### src/verilog/epv_pkg.sv
/*
  Package for the exception priority and vectoring block: register map,
  field layout, reset values, exception numbers, priority constants and bus states.
  Assumes a 32-bit Avalon-MM register slave; priority registers sit one per byte address from EPV_OFS_PRIO0.
*/
package epv_pkg;
  localparam int EPV_NUM_EXC = 64;
  localparam int EPV_NUM_IRQ = 48;
  localparam int EPV_FIRST_IRQ = 16;
  localparam int EPV_PRIO_W = 3;
  localparam int EPV_EXC_W = 6;
  localparam int EPV_ADDR_W = 8;

  localparam logic [EPV_EXC_W-1:0] EPV_EXC_NONE = 6'h00;
  localparam logic [EPV_EXC_W-1:0] EPV_EXC_RESET = 6'h01;
  localparam logic [EPV_EXC_W-1:0] EPV_EXC_NMI = 6'h02;
  localparam logic [EPV_EXC_W-1:0] EPV_EXC_HARD = 6'h03;

  // byte offsets of the registers
  localparam logic [EPV_ADDR_W-1:0] EPV_OFS_VECBASE = 8'h00;
  localparam logic [EPV_ADDR_W-1:0] EPV_OFS_GROUP = 8'h04;
  localparam logic [EPV_ADDR_W-1:0] EPV_OFS_ACTIVE = 8'h08;
  localparam logic [EPV_ADDR_W-1:0] EPV_OFS_STATUS = 8'h0C;
  localparam logic [EPV_ADDR_W-1:0] EPV_OFS_PRIO0 = 8'h40;

  localparam logic [31:0] EPV_VECBASE_RESET = 32'h0000_0000;
  localparam logic [31:0] EPV_VECBASE_MIN = 32'h0000_0100;
  localparam logic [31:0] EPV_VECBASE_MAX = 32'h3FFF_FF00;
  localparam int EPV_VECBASE_LSB = 8;
  localparam logic [2:0] EPV_GROUP_RESET = 3'h0;
  localparam logic [EPV_PRIO_W-1:0] EPV_PRIO_RESET = 3'h0;
  localparam int EPV_VEC_STRIDE_SH = 2;
  localparam logic [31:0] EPV_UNMAPPED_DATA = 32'h0000_0000;
  // fixed urgency of the three highest exceptions, below any settable value
  localparam logic [4:0] EPV_RANK_RESET = 5'h00;
  localparam logic [4:0] EPV_RANK_NMI = 5'h01;
  localparam logic [4:0] EPV_RANK_HARD = 5'h02;
  localparam logic [4:0] EPV_RANK_BIAS = 5'h03;
  localparam logic [4:0] EPV_RANK_IDLE = 5'h1F;

  typedef enum logic [2:0] {
    EPV_BUS_IDLE = 3'b001,
    EPV_BUS_ACK = 3'b010,
    EPV_BUS_DONE = 3'b100
  } epv_bus_state_t;
endpackage

### src/verilog/epv_prio_split.sv
/*
  Splits a three-bit priority into group and subpriority by the grouping value.
  Assumes the grouping value gives the number of subpriority bits, 0 to 3.
*/
`timescale 1ns/1ps
`default_nettype none
module epv_prio_split
  import epv_pkg::*;
(
  input wire logic [EPV_PRIO_W-1:0] prio,
  input wire logic [2:0] group_sel,
  output logic [EPV_PRIO_W-1:0] group_prio,
  output logic [EPV_PRIO_W-1:0] sub_prio
);
  logic [EPV_PRIO_W-1:0] sub_mask;

  always_comb begin
    case (group_sel)
      3'h0: sub_mask = 3'h0;
      3'h1: sub_mask = 3'h1;
      3'h2: sub_mask = 3'h3;
      default: sub_mask = 3'h7;
    endcase
    group_prio = prio & ~sub_mask;
    sub_prio = prio & sub_mask;
  end
endmodule
`default_nettype wire

### src/verilog/epv_vector_addr.sv
/*
  Forms the vector table word address for an exception number.
  Assumes the base is 256-byte aligned, so the stride adds without carry out.
*/
`timescale 1ns/1ps
`default_nettype none
module epv_vector_addr
  import epv_pkg::*;
(
  input wire logic [31:0] base,
  input wire logic [EPV_EXC_W-1:0] exc_num,
  output logic [31:0] addr
);
  always_comb begin
    addr = base + {24'h00_0000, exc_num, 2'b00};
  end
endmodule
`default_nettype wire

### src/verilog/epv_top.sv
/*
  Exception priority and vectoring logic: vector base, settable priorities,
  priority grouping, pending arbitration and preemption decision.
  Assumes an Avalon-MM master, a core that reports its active exception and
  privilege, and interrupt lines that are synchronous to CLK.
*/
// Contract
// vector table holds reset stack pointer then handler addresses by number
// software sets bit zero of each handler address to one
// after reset the vector table base is address zero
// privileged writes relocate the base within the allowed window
// software writes a base aligned to 256 bytes
// smaller priority is more urgent; reset, hard fault, NMI not settable
// settable priorities reset to zero
// settable priorities span zero to seven; fixed ones always win
// equal priority: smallest exception number first
// strictly more urgent exception preempts the active handler
// equal priority never preempts; it stays pending
// priority entries split into group and subpriority by grouping value
// preemption decided by group priority alone
// equal group: more urgent subpriority first
// equal group and subpriority: smallest number first
// stack pointer from word zero, handlers at four-byte spacing
// arbitrate combinationally, register winner and preemption decision
`timescale 1ns/1ps
`default_nettype none
module epv_top
  import epv_pkg::*;
#(
  parameter int NUM_IRQ = EPV_NUM_IRQ
)(
  input wire logic CLK,
  input wire logic RST,
  input wire logic [EPV_ADDR_W-1:0] AVS_ADDRESS,
  input wire logic AVS_READ,
  input wire logic AVS_WRITE,
  input wire logic [31:0] AVS_WRITEDATA,
  input wire logic [3:0] AVS_BYTEENABLE,
  output logic [31:0] AVS_READDATA,
  output logic AVS_WAITREQUEST,
  input wire logic PRIV_WRITE,
  input wire logic [NUM_IRQ-1:0] PERIPHERAL_INTERRUPT_LINE,
  input wire logic [EPV_FIRST_IRQ-1:0] SYS_EXC_PENDING,
  input wire logic [EPV_EXC_W-1:0] ACTIVE_EXC,
  output logic [EPV_EXC_W-1:0] WIN_EXC,
  output logic WIN_VALID,
  output logic WIN_PREEMPT,
  output logic [31:0] WIN_VECTOR_ADDR,
  output logic [31:0] RESET_SP_ADDR
);
  // the ordering checks below look at the first two interrupt lines
  if (NUM_IRQ < 2 || NUM_IRQ > EPV_NUM_IRQ) begin : g_bad_num_irq
    $error("NUM_IRQ out of range");
  end

  localparam int NEXC = EPV_FIRST_IRQ + NUM_IRQ;

  // ---------------- register file ----------------
  logic [31:0] vec_base, next_vec_base;
  logic [2:0] group_sel, next_group_sel;
  logic [EPV_PRIO_W-1:0] prio [NEXC];
  logic [EPV_PRIO_W-1:0] next_prio [NEXC];
  epv_bus_state_t bus_state, next_bus_state;
  logic [31:0] rdata, next_rdata;
  logic [EPV_EXC_W-1:0] win_exc, next_win_exc;
  logic win_valid, next_win_valid, win_preempt, next_win_preempt;

  function automatic logic exc_settable(input int n);
    return n > 3;
  endfunction

  function automatic logic [31:0] be_merge(input logic [31:0] old, input logic [31:0] wd,
                                           input logic [3:0] be);
    logic [31:0] r;
    r = old;
    for (int b = 0; b < 4; b++) begin
      if (be[b]) r[8*b +: 8] = wd[8*b +: 8];
    end
    return r;
  endfunction

  logic take;
  logic wr_commit;
  logic [31:0] base_cand;
  assign take = bus_state == EPV_BUS_IDLE && (AVS_READ || AVS_WRITE);
  assign wr_commit = bus_state == EPV_BUS_ACK && AVS_WRITE;
  assign base_cand = be_merge(vec_base, AVS_WRITEDATA, AVS_BYTEENABLE)
                     & ~((32'h0000_0001 << EPV_VECBASE_LSB) - 32'h0000_0001);

  always_comb begin
    next_vec_base = vec_base;
    next_group_sel = group_sel;
    next_prio = prio;
    next_rdata = rdata;
    next_bus_state = bus_state;
    case (bus_state)
      EPV_BUS_IDLE: begin
        if (take) next_bus_state = EPV_BUS_ACK;
        if (take && AVS_READ) begin
          next_rdata = EPV_UNMAPPED_DATA;
          case (AVS_ADDRESS)
            EPV_OFS_VECBASE: next_rdata = vec_base;
            EPV_OFS_GROUP: next_rdata = {29'h0000_0000, group_sel};
            EPV_OFS_ACTIVE: next_rdata = {26'h000_0000, ACTIVE_EXC};
            EPV_OFS_STATUS: next_rdata = {24'h00_0000, win_preempt, win_valid, win_exc};
            default: begin
              for (int i = 4; i < NEXC; i++) begin
                if (AVS_ADDRESS == EPV_OFS_PRIO0 + 8'(i)) begin
                  next_rdata = {29'h0000_0000, prio[i]};
                end
              end
            end
          endcase
        end
      end
      EPV_BUS_ACK: begin
        next_bus_state = EPV_BUS_DONE;
        // writes land at the edge that sees waitrequest low
        if (wr_commit) begin
          if (AVS_ADDRESS == EPV_OFS_VECBASE && PRIV_WRITE
              && base_cand >= EPV_VECBASE_MIN && base_cand <= EPV_VECBASE_MAX) begin
            next_vec_base = base_cand;
          end
          if (AVS_ADDRESS == EPV_OFS_GROUP && AVS_BYTEENABLE[0]) begin
            next_group_sel = AVS_WRITEDATA[2:0];
          end
          for (int i = 4; i < NEXC; i++) begin
            if (AVS_ADDRESS == EPV_OFS_PRIO0 + 8'(i) && exc_settable(i)
                && AVS_BYTEENABLE[0]) begin
              next_prio[i] = AVS_WRITEDATA[EPV_PRIO_W-1:0];
            end
          end
        end
      end
      EPV_BUS_DONE: next_bus_state = EPV_BUS_IDLE;
      default: next_bus_state = EPV_BUS_IDLE;
    endcase
  end

  always_ff @(posedge CLK) begin
    if (RST) begin
      vec_base <= EPV_VECBASE_RESET;
      group_sel <= EPV_GROUP_RESET;
      for (int i = 0; i < NEXC; i++) prio[i] <= EPV_PRIO_RESET;
      rdata <= 32'h0000_0000;
      bus_state <= EPV_BUS_IDLE;
    end else begin
      vec_base <= next_vec_base;
      group_sel <= next_group_sel;
      prio <= next_prio;
      rdata <= next_rdata;
      bus_state <= next_bus_state;
    end
  end

  // request taken in IDLE, answered one cycle later
  assign AVS_WAITREQUEST = (AVS_READ || AVS_WRITE) && bus_state != EPV_BUS_ACK;
  assign AVS_READDATA = rdata;

  // ---------------- arbitration ----------------
  logic [EPV_PRIO_W-1:0] grp [NEXC];
  logic [EPV_PRIO_W-1:0] sub [NEXC];
  logic [NEXC-1:0] pend;

  assign pend = {PERIPHERAL_INTERRUPT_LINE, SYS_EXC_PENDING};

  for (genvar g = 0; g < NEXC; g++) begin : g_split
    epv_prio_split u_split (
      .prio(prio[g]),
      .group_sel(group_sel),
      .group_prio(grp[g]),
      .sub_prio(sub[g])
    );
  end

  // fixed exceptions rank below every settable group value
  function automatic logic [4:0] rank_of(input int n, input logic [EPV_PRIO_W-1:0] g);
    case (n)
      1: return EPV_RANK_RESET;
      2: return EPV_RANK_NMI;
      3: return EPV_RANK_HARD;
      default: return EPV_RANK_BIAS + 5'(g);
    endcase
  endfunction

  logic [4:0] best_rank, act_rank;
  logic [EPV_PRIO_W-1:0] best_sub;
  logic [EPV_EXC_W-1:0] best_num;
  logic best_found;

  always_comb begin
    best_rank = EPV_RANK_IDLE;
    best_sub = 3'h7;
    best_num = EPV_EXC_NONE;
    best_found = 1'b0;
    act_rank = EPV_RANK_IDLE;
    for (int i = 1; i < NEXC; i++) begin
      if (ACTIVE_EXC == 6'(i)) act_rank = rank_of(i, grp[i]);
      // ascending scan with strict compare keeps the lowest number on ties
      if (pend[i] && (!best_found || rank_of(i, grp[i]) < best_rank
          || (rank_of(i, grp[i]) == best_rank && sub[i] < best_sub))) begin
        best_found = 1'b1;
        best_rank = rank_of(i, grp[i]);
        best_sub = sub[i];
        best_num = 6'(i);
      end
    end
    next_win_exc = best_num;
    next_win_valid = best_found;
    next_win_preempt = best_found && best_rank < act_rank;
  end

  always_ff @(posedge CLK) begin
    if (RST) begin
      win_exc <= EPV_EXC_NONE;
      win_valid <= 1'b0;
      win_preempt <= 1'b0;
    end else begin
      win_exc <= next_win_exc;
      win_valid <= next_win_valid;
      win_preempt <= next_win_preempt;
    end
  end

  assign WIN_EXC = win_exc;
  assign WIN_VALID = win_valid;
  assign WIN_PREEMPT = win_preempt;

  epv_vector_addr u_vec (
    .base(vec_base),
    .exc_num(win_exc),
    .addr(WIN_VECTOR_ADDR)
  );
  assign RESET_SP_ADDR = vec_base;
endmodule
`default_nettype wire

### config.mk
export PLATFORM = sky130hd
export DESIGN_NAME = epv_top
export DESIGN_NICKNAME = d
export VERILOG_FILES = /design/src/verilog/epv_pkg.sv /design/src/verilog/epv_prio_split.sv /design/src/verilog/epv_vector_addr.sv /design/src/verilog/epv_top.sv
export SDC_FILE = /design/constraint.sdc
export NUM_CORES = 2
export LEC_CHECK = 0
export BUFFER_PORTS_ARGS = -buffer_cell sky130_fd_sc_hd__buf_2
export CAP_MARGIN = 5
export CORE_ASPECT_RATIO = 1.4
export CORE_UTILIZATION = 40
export DETAILED_ROUTE_END_ITERATION = 10
export SLEW_MARGIN = 20
export SYNTH_ARGS = -nofsm -noshare
export SYNTH_HDL_FRONTEND = slang
export SYNTH_SLANG_ARGS = --single-unit
### constraint.sdc
create_clock -name CLK -period 167.9 [get_ports CLK]
set_input_delay 33.58 -clock CLK [delete_from_list [all_inputs] [get_ports CLK]]
set_output_delay 33.58 -clock CLK [all_outputs]
set_load 0.1 [all_outputs]
### After elaboration in Yosys (flattened, before gate mapping)

Index checks and enable logic that the tools add are counted.

| operators by class | value |
|---|---|
| reductions and logical operators | 445 |
| eq/ne operators | 194 |
| $lt $le $gt $ge | 127 |
| multiplexer cells | 381 |
| bitwise logic cells | 121 |
| add/subtract/negate cells | 61 |

Operator list:

| cell | count |
|---|---|
| $mux 32 | 55 |
| $mux 5 | 126 |
| $eq 8x7->1 const B | 60 |
| $mux 6 | 62 |
| $and 3x3->3 | 120 |
| $lt 5x5->1 | 61 |
| $eq 5x5->1 | 60 |
| $add 2x3->4 const A | 60 |
| $mux 3 | 68 |
| $logic_and 1x1->1 | 193 |
| $eq 6x6->1 const B | 32 |
| $reduce_and 3->1 | 62 |
| $lt 3x3->1 | 60 |
| $pmux 32 s4 | 1 |
| $logic_or 1x1->1 | 125 |
| $eq 6x5->1 const B | 16 |
| $mux 1 | 64 |
| $logic_not 1->1 | 62 |
| $eq 6x4->1 const B | 8 |
| $add 32x8->32 | 1 |
| $ge 32x9->1 const B | 1 |
| $le 32x30->1 const B | 1 |
| $eq 6x3->1 const B | 4 |
| $mux 8 | 3 |
| other kinds (19) | 24 |

| storage, ports and cells | value |
|---|---|
| flip-flop bits (word level) | 250 |
| input bits | 119 |
| output and inout bits | 105 |
| word-level logic and storage cells | 1,396 |

### Depth between registers and ports, before layout

| depth | value |
|---|---|
| depth in word-level cells | 313 |
| gate-level depth with buffers | 659 |
| gate-level depth less buffers | 623 |

### Cells and area by module

Synthesis repeated with hierarchy kept, for this count alone.

| unflattened totals | value |
|---|---|
| cell total of the unflattened synthesis | 5,659 |
| area, all modules | 38,869.8 um2 |

By module, submodules not included:

| module | area each (um2) | times used | seq. area each (um2) | cells an instance |
|---|---|---|---|---|
| epv_top | 34,618.2 | 1 | 5,004.8 | 5,051 |
| epv_prio_split | 55.1 | 63 | 0.0 | 8 |
| epv_vector_addr | 783.3 | 1 | 0.0 | 104 |

### Worst setup path after synthesis

Ideal clock, no wire load.

| timing path | value |
|---|---|
| kind | input to register |
| start point | in SYS_EXC_PENDING[3] |
| end point | reg win_preempt (netlist: WIN_PREEMPT) |
| cell stages on the path | 593 |
| slack | 21.304 ns |
| required time | 167.826 ns |
| setup time | 0.074 ns |
| path buffers | 38 |
| arrival | 146.522 ns |
| path through | or3_4 ha_1 nand4_1 nor2_1 a21boi_1 a21boi_1 mux2_2 ha_1 and3_1 a221oi_1 or2_2 o31ai_1 mux2_2 ha_1 and3_1 a221o_1 nand3_1 a22oi_1 [... 557 more ...] ha_1 nor2b_1 o21ai_0 a21oi_1 o32ai_1 inv_1 nand3_1 a311o_1 a21oi_1 mux2_2 or2_2 a21oi_1 ha_1 a21o_1 a21o_1 a2111oi_0 o41ai_1 a31oi_1 |

| between the ends | value |
|---|---|
| cells in the longest elaborated chain, start to end | 304 |
| elaborated cells between the ends (all ways) | 665 |
| classes of those cells | order compare: 121; eq/ne: 60; mux: 182; reduce/logical: 302 |

Ends and longest elaborated chain:

| item | RTL line | RTL |
|---|---|---|
| start, declared | epv_top.sv:43 | `input wire logic [EPV_FIRST_IRQ-1:0] SYS_EXC_PENDING,` |
| $logic_and 1x1->1 (*) | epv_top.sv:200 | `if (pend[i] && (!best_found \|\| rank_of(i, grp[i]) < best_rank` |
| $mux 5, or another cell as far along | epv_top.sv:200 |  |
| $lt 5x5->1, or another cell as far along | epv_top.sv:200 |  |
| $logic_or 1x1->1 / $logic_and 1x1->1 (equally long branches) | epv_top.sv:200, epv_top.sv:201 |  |
| $logic_or 1x1->1 | epv_top.sv:201 | `\|\| (rank_of(i, grp[i]) == best_rank && sub[i] < best_sub))) begin` |
| $logic_and 1x1->1 | epv_top.sv:200 |  |
| $mux 5, or another cell as far along | epv_top.sv:200 |  |
| $lt 5x5->1, or another cell as far along | epv_top.sv:200 |  |
| [... 288 more ...] | -- |  |
| $mux 5, or another cell as far along | epv_top.sv:200 |  |
| $lt 5x5->1, or another cell as far along | epv_top.sv:200 |  |
| $logic_or 1x1->1 / $logic_and 1x1->1 (equally long branches) | epv_top.sv:200, epv_top.sv:201 |  |
| $logic_or 1x1->1 | epv_top.sv:201 |  |
| $logic_and 1x1->1 | epv_top.sv:200 |  |
| $mux 5 | epv_top.sv:200 |  |
| $lt 5x5->1 | epv_top.sv:210 | `next_win_preempt = best_found && best_rank < act_rank;` |
| $logic_and 1x1->1 (*) | epv_top.sv:210 |  |
| end signal, assigned | epv_top.sv:221 | `win_preempt <= next_win_preempt;` |
| end, declared | epv_top.sv:66 | `logic win_valid, next_win_valid, win_preempt, next_win_preempt;` |

Every way passes the cells marked *; elsewhere a longest branch is shown, timed or not.
A chain may end at the register's enable or synchronous reset.

### Worst setup path in the final report

Same ends and word-level chain as after synthesis.

==> impl_results.md <==
* Post-DP HPWL at 122 mm
* Final nets at 6009
* Top Usage Layer GRT: met2
* Number of global-route vias before repair at 39.4k
* Leading cell type in the layout, fill and taps excluded: nand2_1
* Seq/Total Area, Yosys at 0.139
* TritonCTS clock tree: done
* Tot GR Track Use at 0.322
* Wirelength, routed at 155 mm
* Outcome: completed
* Largest net degree at the start of global routing at 105
* Die area at 0.0911 mm²
* Sum Neg Setup Slack at 0 ps
* Root buffer cell: clkbuf_16
* Initial antenna violation count at 10
* # fillers at 9364
* Avg WL per Cell at 23.2 µm
* Starting density of the core at 0.406
* First-pass GRT wire length at 232 mm
* Hold Path Class: flop to flop
* Die Y at 357 µm
* Most used cell, CP: ha_1
* Clk sinks at 250
* Crit Path Max Fanout at 18
* Critical Path RT at 168360 ps
* Core Region at 0.0886 mm²
* Worst-Margin Slew at 1150 ps
* Post-synth top flop: dfxtp_1
* Maximum clock path buffer count at 3
* Fraction of registers with async set or reset after synthesis at 0
* CP Launch Type: primary input
* CP max stage delay at 670 ps
* Minimum clock period at 158080 ps
* Syn Std Cell Area at 0.0359 mm²
* Yosys cell types at 119
* Max-Cap Viols at 0
* Buffers on Ports at 207
* Flop2flop setup slack at 42080 ps
* Die width at 255 µm
* Clock Latency Late Sink at 590 ps
* Residual DRC at 0
* Synthesis-stage register bit count at 250
* DRT iter0 DRCs at 4094
* FP Rows at 129
* H-tree depth at 1
* Vias/cell at 6.27
* Reg clk slew, reported paths at 60 ps
* Final setup violation count at 0
* Total number of vias at 41.8k
* Setup CP Type: primary input to flop
* Critical path arrival at 158540 ps
* I/O pin count at 224
* Slew headroom at 0.229
* Final period util at 0.941
* RePlAce Congestion at 0.995
* Worst slack at placement at 2980 ps
* Max-slew violations at 0
* Met2 Usage GRT at 0.561
* Area added between synthesis and finish at 11.4%
* Met3 Use GR at 0.0475
* Final hold violations at 0
* Number of synthesized flops with an enable pin at 0
* Crit path capture type: flop
* CTS Buf Count at 25
* Clock skew at 25.1 ps
* Most frequent cells in the layout: nand2_1, a21oi_1, ha_1
* CP max-delay cell: a2111oi_1
* Fmax at 6.33 MHz
* Mapped Cells at 5318
* Grt met1 use at 0.373
* Final worst slack at 9820 ps
* Routed Antenna Nets at 0
* Pre-antenna DRT Iters at 7
* Syn Area/Cell at 6.76 µm²
* Gr ovfl total at 0
* Synth warn at 0
* Fraction of layout instances using a drive strength above 1 at 0.119
timing repair:
action                                 CTS  global route
endpoints found under the hold margin    0             0
buffers inserted                         0             5
setup endpoints to repair                0             7
hold buffers                             0             0
gates resized for setup                  0            65
cells in the mapped netlist (all sizes together) (15+ instances only):
library cell / count / area share
a21oi: 536 / 0.075
o2111ai: 23 / 0.0058
o31ai: 35 / 0.0084
a2111oi: 36 / 0.0093
and3: 32 / 0.0056
a31oi: 80 / 0.015
o21ai: 259 / 0.037
a22o: 17 / 0.0041
dfxtp: 250 / 0.14
a21boi: 37 / 0.0077
a21o: 73 / 0.015
buf: 78 / 0.013
ha: 425 / 0.15
a31o: 19 / 0.0046
and2: 156 / 0.027
nand2b: 58 / 0.010
or3: 31 / 0.0057
a211o: 16 / 0.0039
a22oi: 81 / 0.017
nand4: 41 / 0.0073
a211oi: 57 / 0.012
o22ai: 106 / 0.018
nand2: 884 / 0.092
a221oi: 37 / 0.0099
xor2: 54 / 0.013
clkbuf: 206 / 0.022
nand3: 320 / 0.045
o221ai: 18 / 0.0046
nor2: 339 / 0.036
mux2i: 69 / 0.019
o21a: 75 / 0.016
nor4: 18 / 0.0035
inv: 338 / 0.035
o211a: 15 / 0.0042
or2: 40 / 0.0070
o211ai: 45 / 0.010
nor2b: 61 / 0.011
mux2: 33 / 0.011
nor3: 98 / 0.014
state kept, by name (all words and copies together), names as in the netlist:
register,count
group_sel,3
AVS_READDATA,32
WIN_EXC,6
WIN_PREEMPT,1
bus_state,3
WIN_VALID,1
prio,180
RESET_SP_ADDR,24
layer usage:
layer  wire, µm  vias to the layer above  share of wire
li1           -                    19800              -
met1      59300                    19800           0.38
met5         66                        -        0.00043
met4      10700                       10          0.069
met3      11500                      495          0.074
met2      73000                     1717           0.47
cells by family (layout without fill, tap and decap cells):
kind of cell | after synthesis | in the layout | synth area share
DFF | 250 | 250 | 0.139
and+or+nand+nor | 2145 | 2145 | 0.280
muxes | 102 | 102 | 0.0302
xor gates and xnor gates | 60 | 60 | 0.0146
other | 1 | 15 | 0.000104
buffers and inverters | 622 | 778 | 0.0699
AOI/OAI and AO/OA | 1713 | 1714 | 0.318
adders and majority gates | 425 | 425 | 0.148
through the flow:
| stage | util | hold WS (ps) | cells | area [µm²] |
|---|---|---|---|---|
| 2_1_floorplan | - | 455 | 5327 | 36000 |
| 6_report | 0.452 | 461 | 6668 | 40000 |
| 3_3_place_gp | 0.437 | 438 | 6611 | 38700 |
| 5_1_grt | 0.451 | 481 | 6664 | 40000 |
| 4_1_cts | 0.448 | 461 | 6657 | 39700 |
| 3_5_place_dp | 0.437 | 449 | 6611 | 38700 |
worst paths after layout:
path | start | endpoint | depth (start not counted)
max | SYS_EXC_PENDING[3] | WIN_PREEMPT$_SDFF_PP0_ | 588
min | AVS_READDATA[6]$_SDFFE_PP0P_ | AVS_READDATA[6]$_SDFFE_PP0P_ | 2
max reg2reg | group_sel[0]$_SDFFE_PP0P_ | WIN_PREEMPT$_SDFF_PP0_ | 589
min reg2reg | AVS_READDATA[6]$_SDFFE_PP0P_ | AVS_READDATA[6]$_SDFFE_PP0P_ | 2
area by class of cell:
class / count / area [µm²] / share of cell area
clock inverters: 16 / 305 / 0.00763
multi-input cells: 4456 / 28800 / 0.720
inverters: 338 / 1270 / 0.0317
diodes: 5 / 12.5 / 0.000313
flip-flops and latches: 250 / 5000 / 0.125
well taps: 1179 / 1480 / 0.0369
clock buffers: 30 / 684 / 0.0171
repair buffers: 394 / 2450 / 0.0612
worst max-delay path: cells and delay by family:
family | cells | cell delay (ps)
AOI/OAI and AO/OA | 285 | 65980
and+or+nand+nor | 182 | 30700
adders and majority gates | 61 | 17220
buffers and inverters | 48 | 6840
muxes | 12 | 3880
Power is left out: the tool's default activity adds up to more than one toggle a clock period on the data nets, which glitch-free logic cannot reach.
